<file path="src/verilog/dil_pkg.sv">
/*
  Shared constants for the identification string loader: string limits,
  character range, byte gap, reset hold and the start-up delay.
  Assumes both ends are compiled after this package.
*/
// Function
// - Device holds replaceable string, factory default preloaded
// - String length at most nineteen bytes
// - Host sends characters 20h to 7Ah only
// - Program mode when ready high, request low
// - Otherwise normal mode after reset
// - Host: reset, set lines, release, wait
// - Device drives clear-to-send low to pace bytes
// - Host sends only while clear-to-send low
// - First byte is length; count ends programming
// - Host drops ready line after last byte
// - Invalid stored character blocks link establishment
// - Host never leaves lines in program state
// - Normal mode holds clear-to-send high while busy
package dil_pkg;
  localparam int         MAX_LEN      = 19;
  localparam logic [7:0] CHAR_MIN     = 8'h20;
  localparam logic [7:0] CHAR_MAX     = 8'h7A;
  localparam int         DEF_LEN      = 12;
  localparam int         INIT_CYCLES  = 16;
  localparam int         BYTE_GAP     = 4;
  localparam int         RST_HOLD     = 8;
  // Factory default string, first character leftmost; value is arbitrary
  localparam logic [8*MAX_LEN-1:0] DEF_STR = {"Default Name", {7{8'h20}}};
  function automatic logic char_ok(input logic [7:0] c);
    char_ok = (c >= CHAR_MIN) && (c <= CHAR_MAX);
  endfunction : char_ok
endpackage : dil_pkg
</file>
<file path="src/verilog/dil_link_if.sv">
/*
  Link between host and device: handshake lines and a byte channel
  standing for the UART. Assumes one common clock.
*/
`timescale 1ns/100ps
`default_nettype none
interface dil_link_if;
  logic       rst_dev_n;  // Device reset line, low holds reset
  logic       dtr;        // Data terminal ready
  logic       rts;        // Request to send
  logic       cts_n;      // Clear to send, low lets host send
  logic       tx_valid;   // Byte strobe from host
  logic [7:0] tx_data;    // Byte from host
  modport dev (input rst_dev_n, input dtr, input rts, output cts_n,
               input tx_valid, input tx_data);
  modport host (output rst_dev_n, output dtr, output rts, input cts_n,
                output tx_valid, output tx_data);
endinterface : dil_link_if
`default_nettype wire

</file>
<file path="src/verilog/dil_device.sv">
/*
  Device end: samples handshake lines after reset, receives length and
  characters through a two-entry buffer into a string store.
  Assumes the link interface and a host on the same sys_clk.
*/
`timescale 1ns/100ps
`default_nettype none
module dil_device (
  input  wire logic       sys_clk,
  input  wire logic       rst,
  dil_link_if.dev         lnk,
  input  wire logic       ir_busy,
  output logic            prog_mode,
  output logic            link_allowed,
  output logic [4:0]      id_len,
  input  wire logic [4:0] rd_addr,
  output logic [7:0]      rd_data
);
  typedef enum logic [1:0] {
    ST_INIT = 2'b00, ST_LEN = 2'b01, ST_DATA = 2'b10, ST_NORM = 2'b11
  } dil_state_t;
  dil_state_t st_q;
  logic [7:0] mem_q [dil_pkg::MAX_LEN];
  logic [4:0] len_q, idx_q;
  logic [4:0] init_q;
  logic       dtr_s1_q, dtr_q, rts_s1_q, rts_q, rstn_s1_q, rstn_q;
  logic       v1_s1_q, v1_q;
  logic [7:0] d1_s1_q, d1_q;
  logic [7:0] buf_q [2];
  logic [1:0] cnt_q;
  logic       wr_q, rd_q;
  logic       pop;
  logic       in_rst;
  // Two-stage synchronisers on pin inputs
  always_ff @(posedge sys_clk) begin
    dtr_s1_q  <= lnk.dtr;
    dtr_q     <= dtr_s1_q;
    rts_s1_q  <= lnk.rts;
    rts_q     <= rts_s1_q;
    rstn_s1_q <= lnk.rst_dev_n;
    rstn_q    <= rstn_s1_q;
    v1_s1_q   <= lnk.tx_valid;
    v1_q      <= v1_s1_q;
    d1_s1_q   <= lnk.tx_data;
    d1_q      <= d1_s1_q;
  end
  assign in_rst = rst || !rstn_q;
  assign pop    = (cnt_q != 2'd0) && (st_q == ST_LEN || st_q == ST_DATA);
  // Two-entry receive buffer, drops a byte that arrives while both entries are full
  always_ff @(posedge sys_clk) begin
    if (in_rst) begin
      cnt_q <= 2'd0;
      wr_q  <= 1'b0;
      rd_q  <= 1'b0;
    end else begin
      if (v1_q && cnt_q != 2'd2) begin
        buf_q[wr_q] <= d1_q;
        wr_q        <= !wr_q;
      end
      if (pop)
        rd_q <= !rd_q;
      cnt_q <= cnt_q + {1'b0, (v1_q && cnt_q != 2'd2)} - {1'b0, pop};
    end
  end
  // Mode selection and string reception
  always_ff @(posedge sys_clk) begin
    if (in_rst) begin
      st_q   <= ST_INIT;
      init_q <= 5'd0;
      idx_q  <= 5'd0;
    end else begin
      unique case (st_q)
        ST_INIT: begin
          init_q <= init_q + 5'd1;
          if (init_q == 5'(dil_pkg::INIT_CYCLES - 1))
            st_q <= (dtr_q && !rts_q) ? ST_LEN : ST_NORM;
        end
        ST_LEN: if (pop) begin
          idx_q <= 5'd0;
          st_q  <= (buf_q[rd_q] == 8'h00) ? ST_NORM : ST_DATA;
        end
        ST_DATA: if (pop) begin
          idx_q <= idx_q + 5'd1;
          if (idx_q + 5'd1 == len_q)
            st_q <= ST_NORM;
        end
        ST_NORM: st_q <= ST_NORM;
      endcase
    end
  end
  // String store, default preloaded, replaced in order
  always_ff @(posedge sys_clk) begin
    if (rst) begin
      len_q <= 5'(dil_pkg::DEF_LEN);
      for (int i = 0; i < dil_pkg::MAX_LEN; i++)
        mem_q[i] <= dil_pkg::DEF_STR[8*(dil_pkg::MAX_LEN-1-i) +: 8];
    end else if (!in_rst && pop) begin
      if (st_q == ST_LEN)
        len_q <= (buf_q[rd_q] > 8'(dil_pkg::MAX_LEN)) ?
                 5'(dil_pkg::MAX_LEN) : buf_q[rd_q][4:0];
      else if (st_q == ST_DATA)
        mem_q[idx_q] <= buf_q[rd_q];
    end
  end
  // Link permitted only if every stored character below id_len is valid
  always_comb begin
    link_allowed = 1'b1;
    for (int i = 0; i < dil_pkg::MAX_LEN; i++)
      if (5'(i) < len_q && !dil_pkg::char_ok(mem_q[i]))
        link_allowed = 1'b0;
  end
  // Clear-to-send pacing
  always_comb begin
    if (st_q == ST_LEN || st_q == ST_DATA)
      lnk.cts_n = (cnt_q != 2'd0) || v1_q || v1_s1_q;
    else if (st_q == ST_NORM)
      lnk.cts_n = ir_busy;
    else
      lnk.cts_n = 1'b1;
  end
  assign prog_mode = (st_q == ST_LEN) || (st_q == ST_DATA);
  assign id_len    = len_q;
  // Registered read port of the string store
  always_ff @(posedge sys_clk) begin
    rd_data <= (rd_addr < 5'(dil_pkg::MAX_LEN)) ? mem_q[rd_addr] : 8'h00;
  end
endmodule : dil_device
`default_nettype wire

</file>
<file path="src/flat_wrapper.sv">
// flat-port wrapper written by rule: the top's interface ports become plain ports
module dil_device_flat 
  (sys_clk, rst, ir_busy, prog_mode, link_allowed, id_len, rd_addr, rd_data, lnk_rst_dev_n, lnk_dtr, lnk_rts, lnk_cts_n, lnk_tx_valid, lnk_tx_data);
  dil_link_if lnk_i ();
  input  wire logic sys_clk;
  input  wire logic rst;
  input  wire logic ir_busy;
  output logic prog_mode;
  output logic link_allowed;
  output logic [4:0] id_len;
  input  wire logic [4:0] rd_addr;
  output logic [7:0] rd_data;
  input wire logic [$bits(lnk_i.rst_dev_n)-1:0] lnk_rst_dev_n;
  input wire logic [$bits(lnk_i.dtr)-1:0] lnk_dtr;
  input wire logic [$bits(lnk_i.rts)-1:0] lnk_rts;
  output wire logic [$bits(lnk_i.cts_n)-1:0] lnk_cts_n;
  input wire logic [$bits(lnk_i.tx_valid)-1:0] lnk_tx_valid;
  input wire logic [$bits(lnk_i.tx_data)-1:0] lnk_tx_data;
  assign lnk_i.rst_dev_n = lnk_rst_dev_n;
  assign lnk_i.dtr = lnk_dtr;
  assign lnk_i.rts = lnk_rts;
  assign lnk_cts_n = lnk_i.cts_n;
  assign lnk_i.tx_valid = lnk_tx_valid;
  assign lnk_i.tx_data = lnk_tx_data;
  dil_device u_core (.sys_clk(sys_clk), .rst(rst), .lnk(lnk_i), .ir_busy(ir_busy), .prog_mode(prog_mode), .link_allowed(link_allowed), .id_len(id_len), .rd_addr(rd_addr), .rd_data(rd_data));
endmodule
</file>
<file path="config.mk">
export PLATFORM = sky130hd
export DESIGN_NAME = dil_device_flat
export DESIGN_NICKNAME = d
export VERILOG_FILES = /design/src/verilog/dil_pkg.sv /design/src/verilog/dil_link_if.sv /design/src/verilog/dil_device.sv /design/src/flat_wrapper.sv
export SDC_FILE = /design/constraint.sdc
export NUM_CORES = 1
export LEC_CHECK = 0
export ABC_CLOCK_PERIOD_IN_PS = 4300
export BUFFER_PORTS_ARGS = -buffer_cell sky130_fd_sc_hd__buf_4
export CAP_MARGIN = 20
export CORE_AREA = 5 5 149 165
export DETAILED_ROUTE_END_ITERATION = 16
export DIE_AREA = 0 0 154 170
export PLACE_DENSITY = 0.67
export SYNTH_ARGS = -nofsm -noshare
export SYNTH_HDL_FRONTEND = slang
export SYNTH_SLANG_ARGS = --single-unit
export TNS_END_PERCENT = 50
</file>
<file path="constraint.sdc">
create_clock -name sys_clk -period 4.3 [get_ports sys_clk]
set_input_delay 0.215 -clock sys_clk [delete_from_list [all_inputs] [get_ports sys_clk]]
set_output_delay 0.215 -clock sys_clk [all_outputs]
set_load 0.01 [all_outputs]
</file>
# --- Word level (Yosys, flattened, before mapping) ---
# Memory sizes are Yosys's and may differ from the RTL's. A register that Yosys moved wholly into a read port is not among the register bits.
# Cells that the tools add are included.
word_totals:
  regBits: 45
  mem_bits_rw: 168
  in_bits: 20
  out_inout_bits: 16
  elab_cells: 218
  memories: 2
mem_list:
  columns: ["memory", "depth", "width", "rd", "rd_clocked_by_memory_dff", "wr", "line", "text"]
  rows:
  - ["u_core.mem_q", 19, 8, 20, 1, 19, "dil_device.sv:23", "logic [7:0] mem_q [dil_pkg::MAX_LEN];"]
  - ["u_core.buf_q", 2, 8, 1, 1, 1, "dil_device.sv:29", "logic [7:0] buf_q [2];"]
op_classes:
  add_sub_neg: 4
  magnitude_cmp: 59
  eq_ne: 10
  mux: 47
  reduce_logical: 79
ops:
  columns: ["operator", "count"]
  rows:
  - ["8-bit by 6-bit greater-or-equal comparator with 1-bit output (second input constant)", 19]
  - ["8-bit by 7-bit less-or-equal comparator with 1-bit output (second input constant)", 19]
  - ["1-bit logical AND", 42]
  - ["4-bit by 5-bit < comparator with 1-bit output (first input constant)", 8]
  - ["1-bit two-way mux", 35]
  - ["1-bit logical NOT", 25]
  - ["3-bit by 5-bit < comparator with 1-bit output (first input constant)", 4]
  - ["5-bit two-way mux", 4]
  - ["5-bit < comparator (first input constant)", 3]
  - ["5-bit by 1-bit adder with 5-bit output (second input constant)", 2]
  - ["1-bit by 5-bit < comparator with 1-bit output (first input constant)", 2]
  - ["2-bit by 5-bit < comparator with 1-bit output (first input constant)", 2]
  - ["2-bit two-way mux", 5]
  - ["5-bit one-hot mux with 2 select lines", 1]
  - ["8-bit by 5-bit greater-than comparator with 1-bit output (second input constant)", 1]
  - ["8-bit logical NOT", 1]
  - ["8-bit two-way mux", 1]
  - ["2-bit by 1-bit inequality test with 1-bit output (second input constant)", 4]
  - ["2-bit one-hot mux with 4 select lines", 1]
  - ["8-bit OR reduction", 1]
  - ["5-bit by 4-bit == test with 1-bit output (second input constant)", 1]
  - ["5-bit == test", 1]
  - ["5-bit < comparator (second input constant)", 1]
  - ["2-bit == test (second input constant)", 2]
  - ["10 further kinds", 14]

# --- Longest topological paths before layout ---
# An unclocked memory read counts as a cell.
logic_depth:
  depth_word: 24
  mapped_depth: 11
  mapped_depth_nobuf: 10

# --- Least setup slack after synthesis ---
# No wires, ideal clock.
synth_timing:
  kind: "register to register"
  start: "register u_core.st_q[0]"
  end: "memory u_core.mem_q[7][0], enable pin"
  setup_ns: 0.334
  arrival_time_ns: 2.073
  t_required_ns: 3.966
  slack_ns: 1.893
  path_stages_with_launch: 10
  path_buffers: 0
  period_less_slack_ns: 2.407
  path_cell_list: "dfxtp_1 -> inv_1 -> ha_1 -> o21ai_2 -> inv_2 -> and3_4 -> nand2_1 -> nor3_2 -> nand2_1 -> nand2b_1"
synth_lines:
  columns: ["item", "line", "text"]
  rows:
  - ["start, declared", "dil_device.sv:22", "dil_state_t st_q;"]
  - ["start signal, assigned", "dil_device.sv:76", "st_q <= (dtr_q && !rts_q) ? ST_LEN : ST_NORM;"]
  - ["start signal, assigned", "dil_device.sv:80", "st_q <= (buf_q[rd_q] == 8'h00) ? ST_NORM : ST_DATA;"]
  - ["end, declared", "dil_device.sv:23", null]

==> results_dict.tcl <==
set metrics [dict create \
    preCtsSetupSlack_ns 1.22 \
    routed_via_density 5.77 \
    cpMaxStageDelayCell "nor3_2" \
    drive_above_1_share_pct 14.0 \
    rsz0062_at_grt "no" \
    finClkSkew_ns 0.00992 \
    grt_max_degree 42 \
    die_w_um 154 \
    crit_fanout 10 \
    antenna_found_initial 0 \
    maxSlewViolCount 0 \
    track_usage_pct 18.7 \
    path_clk_slew_ns 0.07 \
    power.leakage_nw 3.87 \
    power_density_mw_per_mm2 411 \
    hold_class "in2reg" \
    r2r_end "u_core.mem_q[16][3]$_SDFFCE_PN0P_" \
    antenna_cells 0 \
    dr.pass1.iters 6 \
    gp_congestion 0.910 \
    setup-violations-final 0 \
    maxCapViolCount 0 \
    cts-root-buf "clkbuf_16" \
    worst_pin_slew_ns 1.10 \
    finalCritPeriodShare_pct 72.5 \
    setup-tns-final_ns 0 \
    crit_chain "inv_1 -> ha_1 -> o21ai_2 -> inv_2 -> nand3_4 -> nor3_2 -> nand2_1 -> nand2b_1" \
    clock_latency_ns 0.50 \
    finalHoldViolCount 0 \
    dieHeight_um 170 \
    die_area_mm2 0.0262 \
    rrSetupSlack_ns 1.18 \
    required_ns 4.46 \
    criticalPathCategory "reg2reg" \
    port_buffers 35 \
    fmax_mhz 321 \
    synth-async-reset-ratio_pct 0 \
    drc 0 \
    crit_family "simple AND/OR/NAND/NOR gates" \
    synth_warnings 0 \
    cts_tree "done" \
    syn-num-nets 858 \
    initial_core_util_pct 44.5 \
    grt_pass1_vias 6594 \
    cp_slowest_stage_delay_ns 0.73 \
    worst_setup_path_end_kind "flop" \
    r2r-start "u_core.st_q[0]$_SDFFE_PP0P_" \
    grt_first_pass_wirelength_mm 38.0 \
    io_pins 36 \
    drt_iter0_markers 768 \
    cts_buffer_depth 3 \
    area_growth_syn_to_layout_pct 12.8 \
    worstHoldStart "rst" \
    dp_hpwl_mm 17.5 \
    ys_seq_elements 222 \
    htreeDepth 1 \
    critPathLaunchType "flop" \
    avgRoutedWirePerCell_um 21.2 \
    numCtsBuffers 23 \
    hold-path-cell-count 2 \
    nNetsFinal 887 \
    synthCells 828 \
    layout_common_cells "edfxtp_1, nor2_1, nand2_1" \
    rows 58 \
    cp.arrival_ns 3.28 \
    ys_seq_area_share_pct 60.0 \
    post_cts_resize_count 0 \
    final_common_cell "edfxtp_1" \
    max_slew_margin_pct 26.6 \
    grt-ovfl-total 0 \
    status "finished clean" \
    ant_nets 0 \
    avgSynthCellArea_um2 12.2 \
    layout_setup_ws_ns 1.18 \
    vias 6768 \
    wl_mm 24.9 \
    peakVddDrop_mv 0.348 \
    synth_edf_count 160 \
    core_mm2 0.0226 \
    crit_buf_inv 2 \
    cts_sinks 222 \
    period_needed_ns 3.12 \
    r2r_cells 8 \
    syn_area_mm2 0.0101 \
    synth_flop_cell "edfxtp_1" \
    hold_end "u_core.mem_q[18][0]$_SDFFE_PP0P_" \
    synth_cell_types 63 \
]
registers in the layout (all words and copies together), names as in the netlist, 2 cells and up, named ones only:
register and cells:
u_core.idx_q 5, u_core.cnt_q 2, u_core.mem_q 152, u_core.buf_q 16, u_core.id_len 5, u_core.d1_q 8
u_core.rd_data 8, u_core.d1_s1_q 8, u_core.init_q 5, u_core.st_q 2
stage by stage:
step | utilization (%) | cell area, um2 | power (mW) | hold slack [ns] | cells
5_1_grt | 50.1 | 11400 | 4.82 | 0.156 | 1173
4_1_cts | 50.1 | 11400 | 4.70 | 0.113 | 1173
6_report | 50.1 | 11400 | 4.67 | 0.145 | 1173
2_1_floorplan | - | 10100 | 2.64 | 0.243 | 828
3_3_place_gp | 46.3 | 10500 | 2.75 | 0.311 | 1119
3_5_place_dp | 46.3 | 10500 | 2.75 | 0.312 | 1119
cell type report:
| class | count | area (um2) |
|---|---|---|
| fillers | 2029 | 11300 |
| flip-flops and latches | 222 | 6050 |
| multi-input cells | 526 | 3640 |
| clock buffers | 29 | 629 |
| repair buffers | 53 | 430 |
| well taps | 300 | 375 |
| clock inverters | 12 | 119 |
| inverters | 31 | 116 |
power by group:
part / leakage [nW] / switching (mW) / total (mW) / internal [mW]
Combinational: 1.45 / 0.141 / 0.269 / 0.128
Sequential: 2.05 / 0.0622 / 2.45 / 2.39
Clock: 0.368 / 0.795 / 1.95 / 1.16
Total: 3.87 / 0.999 / 4.67 / 3.67
worst register-to-register path, stage by stage (launching register included):
cell	delay (ns)
dfxtp_1	0.37
inv_1	0.10
ha_1	0.38
o21ai_2	0.10
inv_2	0.17
nand3_4	0.16
nor3_2	0.73
nand2_1	0.36
nand2b_1	0.41
layer usage:
layer	track usage (%)	share of wire [%]	up-vias	wire length (um)
met4	7.80	4.1	0	1020
met5	0	0	-	0
li1	-	-	3113	-
met3	2.70	7.8	66	1930
met1	24.3	39	3255	9780
met2	31.6	49	334	12100
synthesized netlist by cell type, types with 2 or more instances:
cell type | number | area share (%)
nor3_2 | 2 | 0.20
nor3_1 | 7 | 0.35
nor2b_1 | 6 | 0.37
a211oi_1 | 4 | 0.30
nand2b_1 | 26 | 1.6
xnor2_1 | 7 | 0.61
nand4b_1 | 2 | 0.17
nor2_2 | 3 | 0.19
mux4_1 | 11 | 2.9
or3_1 | 4 | 0.25
mux2i_1 | 19 | 1.9
mux4_2 | 29 | 6.5
xor2_1 | 5 | 0.43
edfxtp_1 | 160 | 48
dfxtp_1 | 62 | 12
o221ai_1 | 7 | 0.61
buf_12 | 2 | 0.40
a221o_1 | 2 | 0.20
and3_1 | 6 | 0.37
o22ai_1 | 22 | 1.4
a21oi_1 | 41 | 2.0
a221oi_1 | 2 | 0.17
buf_6 | 2 | 0.22
mux2_2 | 2 | 0.22
buf_2 | 18 | 0.89
and2_1 | 2 | 0.12
o31ai_1 | 2 | 0.15
o21ai_2 | 2 | 0.17
nand3_1 | 18 | 0.89
o21ai_0 | 12 | 0.60
nor4_1 | 3 | 0.19
nand2_1 | 78 | 2.9
nand4_1 | 22 | 1.4
inv_1 | 30 | 1.1
ha_1 | 10 | 1.2
clkbuf_1 | 22 | 0.82
nor2_1 | 145 | 5.4
buf_1 | 3 | 0.11
nor3b_1 | 3 | 0.22
o221a_2 | 2 | 0.22
kinds of logic after synthesis:
| family | after synthesis | synth area share (%) |
|---|---|---|
| multiplexers | 61 | 11.5 |
| flip-flops | 222 | 60.0 |
| XOR/XNOR | 12 | 1.04 |
| buffers and inverters | 80 | 3.83 |
| adder cells (fa/ha/maj) | 10 | 1.24 |
| AO/OA/AOI/OAI | 108 | 6.92 |
| AND/OR/NAND/NOR | 335 | 15.5 |
worst max-delay path by stage:
stage                                            from                           endpoint  slack, ns  depth (start not counted)
final                     u_core.st_q[0]$_SDFFE_PP0P_  u_core.mem_q[16][3]$_SDFFCE_PN0P_       1.18                          8
after detailed placement  u_core.st_q[0]$_SDFFE_PP0P_  u_core.mem_q[16][2]$_SDFFCE_PN0P_       1.22                          8
after CTS                 u_core.st_q[0]$_SDFFE_PP0P_  u_core.mem_q[16][3]$_SDFFCE_PN0P_       1.22                          8
after global routing      u_core.st_q[0]$_SDFFE_PP0P_  u_core.mem_q[16][3]$_SDFFCE_PN0P_       1.02                          8
after global placement    u_core.st_q[1]$_SDFFE_PP0P_  u_core.mem_q[16][0]$_SDFFCE_PN0P_       1.33                          8
after floorplan           u_core.st_q[0]$_SDFFE_PP0P_   u_core.mem_q[7][0]$_SDFFCE_PN0P_       1.89                          9
repair_timing:
| item | in CTS | in global routing |
|---|---|---|
| hold endpoints to repair | 20 | 0 |
| setup buffers | 0 | 0 |
| hold buffers | 13 | 0 |
(Power assumes the default switching activity.)
